==> src/hw/power_save_defs.svh <==
/*
  Constants of the power-save mode controller: register offsets, field
  positions, reset values and timing counts. Assumes a 50 MHz sys_clk and
  an instruction-cycle strobe from the CPU.
*/
//
// Contract
// - retention regulator on only in Sleep, fuse at zero and enable bit set
// - Idle halts CPU, clears watchdog, keeps system clock and peripherals
// - Idle ends on enabled interrupt, any reset or watchdog time-out
// - Idle wake gives the CPU its clock back at once
// - Sleep stops clock, oscillator, monitor, clocked peripherals; pins freeze
// - low-power RC oscillator runs in Sleep if watchdog or its calendar needs it
// - enabled watchdog is cleared just before Sleep entry
// - Sleep wake triggers as Idle; restart on the clock source used at entry
// - retention Sleep wakes alike but waits the regulator settle time
// - Deep Sleep stops clock, freezes pins, keeps only deep watchdog, brown-out, calendar
// - Deep Sleep exits on power-on, deep watchdog, enabled alarm, master clear low
// - interrupt 0 wakes Deep Sleep if armed, at its polarity, after a pin change
// - Deep Sleep enable lapses unless power-save instruction follows in time
// - Deep Sleep enable clears on Deep Sleep exit
// - protected registers change only on a doubled write
// - setting Deep Sleep enable clears the wake-source register
// - pending interrupts are discarded at Deep Sleep entry
// - Deep Sleep exit is a power-on reset; scratch and watchdog state kept
// - wake sources recorded from enable set until release cleared
// - after exit, core restarts at reset vector, exit flag set until cleared
// - brown-out flag bit 1, release bit 0 of the control register
// - pins stay frozen after wake until release bit is cleared
// - deep watchdog counter reset on every Deep Sleep entry
`ifndef POWER_SAVE_DEFS_SVH
`define POWER_SAVE_DEFS_SVH

`define ADDR_W            8
`define DATA_W            16
`define OFF_DS_CONTROL    8'h00
`define OFF_WAKE_SOURCE   8'h04
`define OFF_SCRATCH_0     8'h08
`define OFF_SCRATCH_1     8'h0C
`define OFF_RESET_CONTROL 8'h10
`define OFF_STATUS        8'h14

`define BIT_DS_ENABLE     15
`define BIT_DS_BROWNOUT   1
`define BIT_DS_RELEASE    0
`define BIT_RETENTION_EN  12
`define BIT_DS_EXIT_FLAG  10

`define RESET_VAL_16      16'h0000
`define PIN_RESET_VAL     6'h01

`define CLK_PERIOD_NS     20
`define REG_SETTLE_NS     10000
`define REG_SETTLE_CYC    ((`REG_SETTLE_NS + `CLK_PERIOD_NS - 1) / `CLK_PERIOD_NS)
`define DS_ENTRY_TCY      4
`define DS_REENTRY_TCY    3
`define DS_EXIT_RST_CYC   16

`endif

==> src/hw/power_save_pkg.sv <==
/*
  Types shared by the power-save mode controller and its bench.
  Assumes nothing beyond a SystemVerilog package scope.
*/
package power_save_pkg;

  typedef enum logic [2:0] {
    ST_RUN    = 3'b000,
    ST_IDLE   = 3'b001,
    ST_SLEEP  = 3'b010,
    ST_SETTLE = 3'b011,
    ST_DEEP   = 3'b100,
    ST_EXIT   = 3'b101
  } pwr_state_e;

  // bit order matches the wake-source register, mclear in bit 0
  typedef struct packed {
    logic brownout;
    logic por;
    logic int0;
    logic dwdt;
    logic alarm;
    logic mclear;
  } wake_evt_s;

  typedef struct packed {
    logic low_power_config_fuse;
    logic wdt_enable;
    logic cmon_enable;
    logic calendar_clock_enable;
    logic calendar_on_lposc;
    logic int0_enable;
    logic int0_polarity;
  } pwr_cfg_s;

  typedef struct packed {
    logic cpu_clk_en;
    logic sys_clk_en;
    logic osc_en;
    logic lposc_en;
    logic cmon_en;
    logic periph_sysclk_en;
    logic pins_frozen;
    logic retention_reg_en;
  } clk_ctrl_s;

  typedef struct packed {
    logic wdt_clear;
    logic dwdt_reset;
    logic irq_discard;
    logic core_reset;
  } pwr_pulse_s;

endpackage

==> src/hw/power_save_mode_controller.sv <==
/*
  Power-save mode controller: Idle, Sleep, retention Sleep and Deep Sleep
  sequencing, protected Deep Sleep registers and wake-source capture.
  Assumes the CPU pulses instr_cycle once per instruction, issues the
  power-save instruction as a one-cycle pulse, and that rst_n is the true
  power-on reset of the Deep Sleep logic.
*/
`include "power_save_defs.svh"
`timescale 1ns/1ns
`default_nettype none

module power_save_mode_controller #(
  parameter int SETTLE_CYC = `REG_SETTLE_CYC,
  parameter int EXIT_CYC   = `DS_EXIT_RST_CYC
) (
  input  wire logic                     sys_clk,       // 50 MHz clock
  input  wire logic                     rst_n,         // sync reset, low
  input  wire logic [`ADDR_W-1:0]       addr,          // register address
  input  wire logic [`DATA_W-1:0]       wdata,         // write data
  input  wire logic                     wr,            // write strobe
  input  wire logic                     rd,            // read strobe
  output logic [`DATA_W-1:0]            rdata,         // read data, next cycle
  input  wire logic                     instr_cycle,   // one per instruction
  input  wire logic                     psave_valid,   // power-save instr
  input  wire logic                     psave_idle,    // 1 idle, 0 sleep
  input  wire logic [1:0]               clk_src,       // active clock source
  input  wire power_save_pkg::pwr_cfg_s cfg,           // fuses and enables
  input  wire logic                     irq_wake,      // enabled irq pending
  input  wire logic                     reset_req,     // any device reset
  input  wire logic                     wdt_timeout,   // watchdog time-out
  input  wire logic                     ext_int0,      // interrupt 0 pin
  input  wire logic                     master_clear_pin_n, // pin, low
  input  wire logic                     por_event,     // supply power-on
  input  wire logic                     brownout_event,// deep brown-out
  input  wire logic                     dwdt_timeout,  // deep watchdog
  input  wire logic                     calendar_alarm,// calendar alarm
  output power_save_pkg::clk_ctrl_s     clk_ctrl,      // gating, registered
  output power_save_pkg::pwr_pulse_s    pulses,        // one-cycle pulses, core_reset held in exit
  output logic [1:0]                    resume_clk_src,// source to restart
  output power_save_pkg::pwr_state_e    state          // current mode
);
  import power_save_pkg::*;

  // refuse counts that the 16-bit step counter cannot reach
  if (SETTLE_CYC < 1 || SETTLE_CYC > 65535 || EXIT_CYC < 1 ||
      EXIT_CYC > 65535) begin : g_bad_count
    $error("power_save_mode_controller: count parameter out of range");
  end

  localparam logic [15:0] SETTLE_LAST = 16'(SETTLE_CYC - 1);
  localparam logic [15:0] EXIT_LAST   = 16'(EXIT_CYC - 1);
  localparam logic [2:0]  ENTRY_LAST  = 3'(`DS_ENTRY_TCY - 1);
  localparam logic [1:0]  REENTRY     = 2'(`DS_REENTRY_TCY);

  //////////////////////////////////////////////////////////////////////////
  // pin synchronisers: three stages, accept when stages two and three agree

  logic [5:0] pin_raw;
  logic [5:0] s1_q, s2_q, s3_q, pin_q;
  logic [5:0] s1_d, s2_d, s3_d, pin_d;

  assign pin_raw = {brownout_event, por_event, ext_int0, dwdt_timeout,
                    calendar_alarm, master_clear_pin_n};

  always_comb begin
    s1_d  = pin_raw;
    s2_d  = s1_q;
    s3_d  = s2_q;
    pin_d = pin_q;
    for (int i = 0; i < 6; i++) begin
      if (s2_q[i] == s3_q[i]) begin
        pin_d[i] = s3_q[i];
      end
    end
  end

  always_ff @(posedge sys_clk) begin
    if (!rst_n) begin
      s1_q  <= `PIN_RESET_VAL;
      s2_q  <= `PIN_RESET_VAL;
      s3_q  <= `PIN_RESET_VAL;
      pin_q <= `PIN_RESET_VAL;
    end else begin
      s1_q  <= s1_d;
      s2_q  <= s2_d;
      s3_q  <= s3_d;
      pin_q <= pin_d;
    end
  end

  logic mclear_low, alarm_f, dwdt_f, int0_f, por_f, bor_f;
  assign mclear_low = ~pin_q[0];
  assign alarm_f  = pin_q[1];
  assign dwdt_f   = pin_q[2];
  assign int0_f   = pin_q[3];
  assign por_f    = pin_q[4];
  assign bor_f    = pin_q[5];

  //////////////////////////////////////////////////////////////////////////
  // registers and sequencer state

  pwr_state_e         state_q, state_d;
  logic               ds_en_q, ds_en_d;
  logic               release_q, release_d;
  logic               bor_flag_q, bor_flag_d;
  logic               exit_flag_q, exit_flag_d;
  logic               ret_en_q, ret_en_d;
  wake_evt_s          wake_q, wake_d;
  logic [`DATA_W-1:0] scratch0_q, scratch0_d;
  logic [`DATA_W-1:0] scratch1_q, scratch1_d;
  logic               pend_q, pend_d;
  logic [`ADDR_W-1:0] pend_addr_q, pend_addr_d;
  logic [`DATA_W-1:0] pend_data_q, pend_data_d;
  logic [2:0]         win_q, win_d;
  logic [1:0]         hold_q, hold_d;
  logic [15:0]        cnt_q, cnt_d;
  logic               settle_q, settle_d;
  logic               int0_arm_q, int0_arm_d;
  logic               int0_ref_q, int0_ref_d;
  logic [1:0]         src_q, src_d;
  clk_ctrl_s          ctl_q, ctl_d;
  pwr_pulse_s         pul_q, pul_d;
  logic [`DATA_W-1:0] rdata_q, rdata_d;

  logic      prot_hit, commit, deep_go, wake_any, ds_wake, int0_wake;
  wake_evt_s events;

  // a doubled write is two consecutive bus writes of equal address and data
  assign prot_hit = wr && (addr == `OFF_DS_CONTROL ||
                           addr == `OFF_WAKE_SOURCE ||
                           addr == `OFF_SCRATCH_0 ||
                           addr == `OFF_SCRATCH_1);
  assign commit   = prot_hit && pend_q && pend_addr_q == addr &&
                    pend_data_q == wdata;
  assign deep_go  = state_q == ST_RUN && psave_valid && !psave_idle &&
                    ds_en_q;
  assign wake_any = irq_wake || reset_req || wdt_timeout;
  // pin must have moved away from its entry level and sit at the polarity
  assign int0_wake = int0_arm_q && int0_f == cfg.int0_polarity &&
                     int0_f != int0_ref_q;

  always_comb begin
    events          = '0;
    events.mclear   = mclear_low;
    events.alarm    = alarm_f && cfg.calendar_clock_enable;
    events.dwdt     = dwdt_f;
    events.int0     = int0_wake;
    events.por      = por_f;
    events.brownout = bor_f && state_q == ST_DEEP;
  end
  assign ds_wake = events.mclear || events.alarm || events.dwdt ||
                   events.int0 || events.por;

  always_comb begin
    state_d     = state_q;
    ds_en_d     = ds_en_q;
    release_d   = release_q;
    bor_flag_d  = bor_flag_q;
    exit_flag_d = exit_flag_q;
    ret_en_d    = ret_en_q;
    wake_d      = wake_q;
    scratch0_d  = scratch0_q;
    scratch1_d  = scratch1_q;
    pend_d      = wr ? prot_hit && !commit : pend_q;
    pend_addr_d = wr ? addr : pend_addr_q;
    pend_data_d = wr ? wdata : pend_data_q;
    win_d       = win_q;
    hold_d      = hold_q;
    cnt_d       = cnt_q;
    settle_d    = settle_q;
    int0_arm_d  = int0_arm_q;
    int0_ref_d  = int0_ref_q;
    src_d       = src_q;
    pul_d       = '0;
    rdata_d     = '0;

    // software side of the register file
    if (wr && addr == `OFF_RESET_CONTROL) begin
      ret_en_d = wdata[`BIT_RETENTION_EN];
      if (!wdata[`BIT_DS_EXIT_FLAG]) begin
        exit_flag_d = 1'b0;
      end
    end
    if (commit) begin
      case (addr)
        `OFF_DS_CONTROL: begin
          if (wdata[`BIT_DS_ENABLE] && hold_q == 2'd0) begin
            ds_en_d = 1'b1;
            win_d  = 3'd0;
            wake_d = '0;
          end else if (!wdata[`BIT_DS_ENABLE]) begin
            ds_en_d = 1'b0;
          end
          if (!wdata[`BIT_DS_BROWNOUT]) begin
            bor_flag_d = 1'b0;
          end
          if (!wdata[`BIT_DS_RELEASE] && release_q) begin
            release_d = 1'b0;
            hold_d    = REENTRY;
          end
        end
        `OFF_WAKE_SOURCE: wake_d     = wdata[5:0];
        `OFF_SCRATCH_0:   scratch0_d = wdata;
        `OFF_SCRATCH_1:   scratch1_d = wdata;
        default:          wake_d     = wake_d;
      endcase
    end

    // re-entry hold-off and the enable window, counted in instructions
    if (instr_cycle && hold_q != 2'd0) begin
      hold_d = hold_q - 2'd1;
    end
    if (ds_en_q && instr_cycle && !deep_go && !commit) begin
      if (win_q == ENTRY_LAST) begin
        ds_en_d = 1'b0;
      end else begin
        win_d = win_q + 3'd1;
      end
    end

    // hardware sets win over software clears
    if (ds_en_q || release_q) begin
      wake_d = wake_d | events;
    end

    case (state_q)
      ST_RUN: begin
        if (psave_valid && psave_idle) begin
          state_d         = ST_IDLE;
          pul_d.wdt_clear = 1'b1;
        end else if (deep_go) begin
          state_d           = ST_DEEP;
          release_d         = 1'b1;
          exit_flag_d       = 1'b1;
          int0_arm_d        = cfg.int0_enable;
          int0_ref_d        = int0_f;
          pul_d.dwdt_reset  = 1'b1;
          pul_d.irq_discard = 1'b1;
          pul_d.wdt_clear   = cfg.wdt_enable;
        end else if (psave_valid) begin
          state_d         = ST_SLEEP;
          src_d           = clk_src;
          settle_d        = !cfg.low_power_config_fuse && ret_en_q;
          pul_d.wdt_clear = cfg.wdt_enable;
        end
      end
      ST_IDLE: begin
        if (wake_any) begin
          state_d = ST_RUN;
        end
      end
      ST_SLEEP: begin
        if (wake_any) begin
          cnt_d   = 16'd0;
          state_d = settle_q ? ST_SETTLE : ST_RUN;
        end
      end
      ST_SETTLE: begin
        if (cnt_q == SETTLE_LAST) begin
          state_d = ST_RUN;
        end else begin
          cnt_d = cnt_q + 16'd1;
        end
      end
      ST_DEEP: begin
        if (events.brownout) begin
          bor_flag_d = 1'b1;
        end
        if (ds_wake) begin
          state_d    = ST_EXIT;
          cnt_d      = 16'd0;
          ds_en_d    = 1'b0;
          int0_arm_d = 1'b0;
        end
      end
      ST_EXIT: begin
        if (cnt_q == EXIT_LAST) begin
          state_d = ST_RUN;
        end else begin
          cnt_d = cnt_q + 16'd1;
        end
      end
      default: state_d = ST_RUN;
    endcase
    pul_d.core_reset = state_d == ST_EXIT;

    // gating follows the next state so it lands with the mode
    ctl_d = '0;
    case (state_d)
      ST_RUN: begin
        ctl_d.cpu_clk_en       = 1'b1;
        ctl_d.sys_clk_en       = 1'b1;
        ctl_d.osc_en           = 1'b1;
        ctl_d.periph_sysclk_en = 1'b1;
        ctl_d.cmon_en          = cfg.cmon_enable;
        ctl_d.lposc_en         = cfg.wdt_enable || cfg.cmon_enable;
      end
      ST_IDLE: begin
        ctl_d.sys_clk_en       = 1'b1;
        ctl_d.osc_en           = 1'b1;
        ctl_d.periph_sysclk_en = 1'b1;
        ctl_d.cmon_en          = cfg.cmon_enable;
        ctl_d.lposc_en         = cfg.wdt_enable || cfg.cmon_enable;
      end
      ST_SLEEP, ST_SETTLE, ST_DEEP: begin
        ctl_d.pins_frozen = 1'b1;
        ctl_d.lposc_en    = cfg.wdt_enable ||
                            (cfg.calendar_clock_enable &&
                             cfg.calendar_on_lposc);
        ctl_d.retention_reg_en = state_d == ST_SLEEP &&
                                 settle_d;
      end
      ST_EXIT: begin
        ctl_d.pins_frozen = 1'b1;
      end
      default: ctl_d = '0;
    endcase
    if (release_d) begin
      ctl_d.pins_frozen = 1'b1;
    end

    if (rd) begin
      case (addr)
        `OFF_DS_CONTROL: begin
          rdata_d[`BIT_DS_ENABLE]   = ds_en_q;
          rdata_d[`BIT_DS_BROWNOUT] = bor_flag_q;
          rdata_d[`BIT_DS_RELEASE]  = release_q;
        end
        `OFF_WAKE_SOURCE: rdata_d[5:0] = wake_q;
        `OFF_SCRATCH_0:   rdata_d      = scratch0_q;
        `OFF_SCRATCH_1:   rdata_d      = scratch1_q;
        `OFF_RESET_CONTROL: begin
          rdata_d[`BIT_RETENTION_EN] = ret_en_q;
          rdata_d[`BIT_DS_EXIT_FLAG] = exit_flag_q;
        end
        `OFF_STATUS:      rdata_d[4:0] = {hold_q != 2'd0, pend_q, state_q};
        default:          rdata_d      = '0;
      endcase
    end
  end

  always_ff @(posedge sys_clk) begin
    if (!rst_n) begin
      state_q     <= ST_RUN;
      ds_en_q     <= 1'b0;
      release_q   <= 1'b0;
      bor_flag_q  <= 1'b0;
      exit_flag_q <= 1'b0;
      ret_en_q    <= 1'b0;
      wake_q      <= '0;
      scratch0_q  <= `RESET_VAL_16;
      scratch1_q  <= `RESET_VAL_16;
      pend_q      <= 1'b0;
      pend_addr_q <= '0;
      pend_data_q <= `RESET_VAL_16;
      win_q       <= 3'd0;
      hold_q      <= 2'd0;
      cnt_q       <= 16'd0;
      settle_q    <= 1'b0;
      int0_arm_q  <= 1'b0;
      int0_ref_q  <= 1'b0;
      src_q       <= 2'd0;
      ctl_q       <= 8'hE4;
      pul_q       <= '0;
      rdata_q     <= `RESET_VAL_16;
    end else begin
      state_q     <= state_d;
      ds_en_q     <= ds_en_d;
      release_q   <= release_d;
      bor_flag_q  <= bor_flag_d;
      exit_flag_q <= exit_flag_d;
      ret_en_q    <= ret_en_d;
      wake_q      <= wake_d;
      scratch0_q  <= scratch0_d;
      scratch1_q  <= scratch1_d;
      pend_q      <= pend_d;
      pend_addr_q <= pend_addr_d;
      pend_data_q <= pend_data_d;
      win_q       <= win_d;
      hold_q      <= hold_d;
      cnt_q       <= cnt_d;
      settle_q    <= settle_d;
      int0_arm_q  <= int0_arm_d;
      int0_ref_q  <= int0_ref_d;
      src_q       <= src_d;
      ctl_q       <= ctl_d;
      pul_q       <= pul_d;
      rdata_q     <= rdata_d;
    end
  end

  //////////////////////////////////////////////////////////////////////////
  // outputs

  assign rdata          = rdata_q;
  assign clk_ctrl       = ctl_q;
  assign pulses         = pul_q;
  assign resume_clk_src = src_q;
  assign state          = state_q;

endmodule

`default_nettype wire

==> config.mk <==
export PLATFORM = sky130hd
export DESIGN_NAME = power_save_mode_controller
export DESIGN_NICKNAME = d
export VERILOG_FILES = /design/src/hw/power_save_pkg.sv /design/src/hw/power_save_mode_controller.sv
export VERILOG_INCLUDE_DIRS = /design/src /design/src/hw
export SDC_FILE = /design/constraint.sdc
export NUM_CORES = 1
export LEC_CHECK = 0
export CORE_AREA = 8 8 113 135
export DETAILED_ROUTE_END_ITERATION = 16
export DIE_AREA = 0 0 121 143
export DONT_BUFFER_PORTS = 1
export GPL_TIMING_DRIVEN = 0
export PLACE_DENSITY = 0.72
export SYNTH_ARGS = -nofsm -noshare
export SYNTH_HDL_FRONTEND = slang
export SYNTH_SLANG_ARGS = --single-unit
==> constraint.sdc <==
create_clock -name sys_clk -period 5.5 [get_ports sys_clk]
set_input_delay 1.65 -clock sys_clk [delete_from_list [all_inputs] [get_ports sys_clk]]
set_output_delay 1.65 -clock sys_clk [all_outputs]
set_load 0.02 [all_outputs]
# Yosys cells after proc, flatten, opt, wreduce, memory -nomap -nowiden
# Index checks and enable logic that the tools add are counted.
# op_classes
eq_ne,34
n_reduce_logical,65
add_sub_neg,3
bitwise,6
mux,79
# ops
op,n
16-bit 2-to-1 mux,4
16-bit case mux with 4 select lines,1
3-bit 2-to-1 mux,13
1-bit 2-to-1 mux,38
1-bit logical AND,23
6-bit 2-to-1 mux,3
3-bit case mux with 6 select lines,1
"16-bit by 1-bit adder with 16-bit output, second input constant",1
16-bit == test,1
"16-bit by 4-bit == test with 1-bit output, second input constant",1
"16-bit by 9-bit == test with 1-bit output, second input constant",1
"8-bit by 4-bit == test with 1-bit output, second input constant",2
"8-bit by 5-bit == test with 1-bit output, second input constant",2
"3-bit by 2-bit == test with 1-bit output, second input constant",5
2-bit 2-to-1 mux,7
"3-bit == test, second input constant",4
1-bit logical OR,12
"2-bit != test, second input constant",6
1-bit case mux with 3 select lines,4
3-bit case mux with 4 select lines,1
6-bit case mux with 2 select lines,1
2-bit AND reduction,6
2-bit case mux with 5 select lines,1
2-bit nonzero test,5
other kinds (23),44
# totals
regBits,149
out_inout_bits,33
inputBits,49

# Longest topological paths before layout
# depth
word_depth,13
depth_mapped,9
depth_no_buf,7

# Worst setup path after synthesis
# No wires, ideal clock.
# synth_timing
kind,input-to-reg
start,in addr[4]
end,reg wake_q[0] in the netlist's numbering
stages,8
arrival_ns,3.588
setup_ns,0.122
slack_ns,1.790
required_time_ns,5.378
path_buffers,2
cell_sequence,buf_6 or4_4 or3_4 nor4_1 and4_1 buf_6 a31oi_4 a221o_1
# synth_between
elab_chain_cells,11
# synth_lines
item,line,text
start: declaration,power_save_mode_controller.sv:18,"input wire logic [`ADDR_W-1:0] addr,"
8-bit by 3-bit == test with 1-bit output / 8-bit zero test (equally long branches),power_save_mode_controller.sv:185,case (addr)
1-bit logical OR (no line) (3 in series),-,
1-bit logical AND,power_save_mode_controller.sv:129,assign prot_hit = wr && (addr == `OFF_DS_CONTROL ||
1-bit logical AND (3 in series),power_save_mode_controller.sv:133,assign commit = prot_hit && pend_q && pend_addr_q == addr &&
6-bit 2-to-1 mux (*),power_save_mode_controller.sv:184,if (commit) begin
6-bit OR,power_save_mode_controller.sv:223,wake_d = wake_d | events;
6-bit 2-to-1 mux (*),power_save_mode_controller.sv:222,if (ds_en_q || release_q) begin
end signal: assignment,power_save_mode_controller.sv:373,wake_q <= wake_d;
end: declaration,power_save_mode_controller.sv:108,"wake_evt_s wake_q, wake_d;"
# Mark *: on every way between the ends. The rest lies on a longest branch, timed or not.
# A chain may end at the register's enable or synchronous reset.

# Worst setup path in the final report
# layout_timing
start,in wdata[0]
end,reg scratch1_q[12]
# layout_between
elab_chain_cells,3
# layout_lines
item,line,text
start: declaration,power_save_mode_controller.sv:19,"input wire logic [`DATA_W-1:0] wdata,"
16-bit == test,power_save_mode_controller.sv:134,pend_data_q == wdata;
1-bit logical AND,power_save_mode_controller.sv:133,
2-bit AND reduction (no line),-,
end signal: assignment,power_save_mode_controller.sv:352,scratch1_q <= `RESET_VAL_16;
end signal: assignment,power_save_mode_controller.sv:375,scratch1_q <= scratch1_d;
end: declaration,power_save_mode_controller.sv:110,"logic [`DATA_W-1:0] scratch1_q, scratch1_d;"
# No other way between the ends.

==> impl_metrics.env <==
export IMPL_netlist_area_mm2=0.00637
export IMPL_initial_utilization_pct=48.7
export IMPL_clk_pin_slew_worst_paths_ns=0.07
export IMPL_postCtsSetupRepairBufs=0
export IMPL_layout_drive_gt1_share_pct=8.76
export IMPL_grt_overflow=0
export IMPL_p_sw_uw=598
export IMPL_cap_violations=0
export IMPL_grt_usage_pct=20.2
export IMPL_setup_viol=0
export IMPL_viasPerCell=5.98
export IMPL_worstPathArrival_ns=3.92
export IMPL_worstPathRequired_ns=5.79
export IMPL_synthDistinctLibCells=64
export IMPL_yosys_top_cells_count="dfxtp_1 (146), nor2_1 (70), a21oi_1 (61)"
export IMPL_power_mw=2.33
export IMPL_endpoint_kind="flop"
export IMPL_whs_ns=0.425
export IMPL_route_met3_wl_mm=1.43
export IMPL_vias=5375
export IMPL_drt_initial_drc_count=444
export IMPL_synth_most_common_cell="dfxtp_1"
export IMPL_synthToLayoutAreaGrowth_pct=12.2
export IMPL_post_synth_top_area_cell="dfxtp_1"
export IMPL_synth_seq_cells=146
export IMPL_pwr_share_seq_pct=47.3
export IMPL_rsz0062_at_grt="false"
export IMPL_timing_final_ws_setup_ns=1.87
export IMPL_synthArstFlopShare_pct=0
export IMPL_cts_made_buffers=17
export IMPL_hold_start="s1_q[0]"
export IMPL_slew_headroom_pct=39.8
export IMPL_synth_edf_count=0
export IMPL_grt_pass1_vias=5422
export IMPL_clock_fmax_mhz=276
export IMPL_p_int_mw=1.73
export IMPL_cts_hold_buf=0
export IMPL_ys_flop_type="dfxtp_1"
export IMPL_p_sw_share_pct=25.7
export IMPL_syn_inst=699
export IMPL_root_buffer="clkbuf_16"
export IMPL_synth_warnings=0
export IMPL_r2r_start="cnt_q[0]"
export IMPL_wl_per_cell_um=18.9
export IMPL_start_kind="primary input"
export IMPL_drt_first_pass_iters=5
export IMPL_p_per_area_mw_per_mm2=326
export IMPL_drt_wl_total_mm=17.0
export IMPL_worstSetupPathType="primary input to flop"
export IMPL_clk_latency_ns=0.43
export IMPL_routed_top_layer="met4"
export IMPL_cts_sinks=146
export IMPL_grt_start_max_net_pins=17
export IMPL_ys_top_cells_by_area="dfxtp_1 (46%), mux2i_1 (6.3%), a21oi_1 (4.8%), nor2_1 (4.1%), o21ai_0 (3.5%)"
export IMPL_clkPwrFrac_pct=47.2
export IMPL_critPathMaxFanout=10
export IMPL_ctsResizeCount=0
export IMPL_h_tree_depth=4
export IMPL_ys_seq_area_share_pct=45.9
export IMPL_wl_met1_mm=6.78
export IMPL_core_area_mm2=0.0131
export IMPL_combPwrFrac_pct=5.5
export IMPL_dp_slack_ns=1.47
export IMPL_status="complete, no violations"
export IMPL_synthesis_nets=751
export IMPL_p_leak_nw=2.59
export IMPL_post_route_period_util_pct=66.0
export IMPL_hp_class="flop to flop"
export IMPL_die_x_um=121
export IMPL_nets=770
export IMPL_place_congestion=0.867
export IMPL_clk_path_buf_depth=2
export IMPL_port_buffers=0
export IMPL_maxSlewViolCount=0
export IMPL_drc=0
export IMPL_finalHoldViolations=0
export IMPL_tightest_slew_ns=0.895
export IMPL_detail_route_antenna_nets=0
export IMPL_dieArea_mm2=0.0173
export IMPL_cts_tree="built"
export IMPL_rows=46
export IMPL_finalNonFillerCells=899
export IMPL_io_pins=82
export IMPL_setup_tns_ns=0
export IMPL_dr_wl_met2_mm=8.22
export IMPL_fin_crit_ns=3.63
export IMPL_startpoint="wdata[0]"
export IMPL_finClkSkew_ns=0.0129
export IMPL_antennaDiodeCount=0
export IMPL_place_inst=867
export IMPL_antenna_found_initial=0
export IMPL_synth_avg_cell_area_um2=9.11
export IMPL_ir_drop_mv=0.232
export IMPL_dp_hpwl_mm=12.5
export IMPL_yosysTopAreaCellShare_pct=45.9
export IMPL_die_h_um=143
export IMPL_grt_pass1_wl_mm=27.4
[logic make-up (layout without fill, tap and decap cells)]
group / Yosys count / after routing / synth area share, %
fa+ha+maj: 3 / 3 / 0.590
compound gates: 158 / 158 / 15.3
buf+inv: 69 / 101 / 4.80
mux: 51 / 51 / 8.24
flops: 146 / 146 / 45.9
xor+xnor: 24 / 24 / 3.30
simple gates: 248 / 248 / 21.8
[state kept, by name, indices dropped and copies added, names as in the netlist, 8 cells and up]
register / flops
cnt_q: 16
pend_addr_q: 8
scratch0_q: 16
rdata: 16
pend_data_q: 16
scratch1_q: 16
[final timing paths]
path | cells after the start | slack, ns | endpoint
worst min register to register | 1 | 0.42 | s2_q[0]
worst min-delay path | 1 | 0.42 | s2_q[0]
worst max register to register | 7 | 2.56 | cnt_q[15]
worst max-delay path | 8 | 1.87 | scratch1_q[12]
[metal layers]
| metal | track usage [%] | vias up |
|---|---|---|
| met5 | 0 | - |
| met4 | 9.29 | 0 |
| met3 | 7.19 | 44 |
| met2 | 33.7 | 213 |
| met1 | 22.6 | 2563 |
| li1 | - | 2555 |
[placed cells by master, fill, tap and decap left out, types with 11 or more instances in the layout]
master / Yosys / final
a21oi_1: 61 / 61
inv_1: 19 / 19
clkbuf_16: 0 / 17
nand4b_1: 16 / 16
dfxtp_1: 146 / 146
nand2_1: 33 / 33
mux2i_1: 40 / 40
clkbuf_1: 34 / 34
nor2_1: 70 / 70
o21ai_0: 45 / 45
and2_1: 18 / 18
nand3_1: 19 / 19
nand2b_1: 12 / 12
nand4_1: 25 / 25
mux2_2: 11 / 11
xnor2_1: 21 / 21
[final cells by class]
class	count	area, um2
clock buffer	17	425
inverter	20	75.1
clock inverter	15	140
multi-input combinational	484	3140
buffer	49	230
tap	168	210
fill	1172	5920
sequential	146	2920
[through the flow]
stage	utilization [%]	cell area, um2
floorplan	-	6370
global placement	50.3	6580
detailed placement	50.3	6580
CTS	54.7	7140
global route	54.7	7140
finish	54.7	7140
[worst max-delay path: stages]
cell and delay [ns]:
clkbuf_1 0.44, xnor2_1 0.19, nand3_1 0.10, nor4_1 0.50
nand4_2 0.35, clkbuf_1 0.32, o21ai_0 0.26, a21oi_1 0.09
[power groups by stage]
stage	Sequential (mW)	Clock [mW]	Combinational (mW)
finish	1.10	1.10	0.128
global route	1.10	1.16	0.141
CTS	1.10	1.12	0.128
detailed placement	1.12	0	0.127
global placement	1.12	0	0.123
floorplan	1.12	0	0.0985
Power figures use the tool's default switching activity.
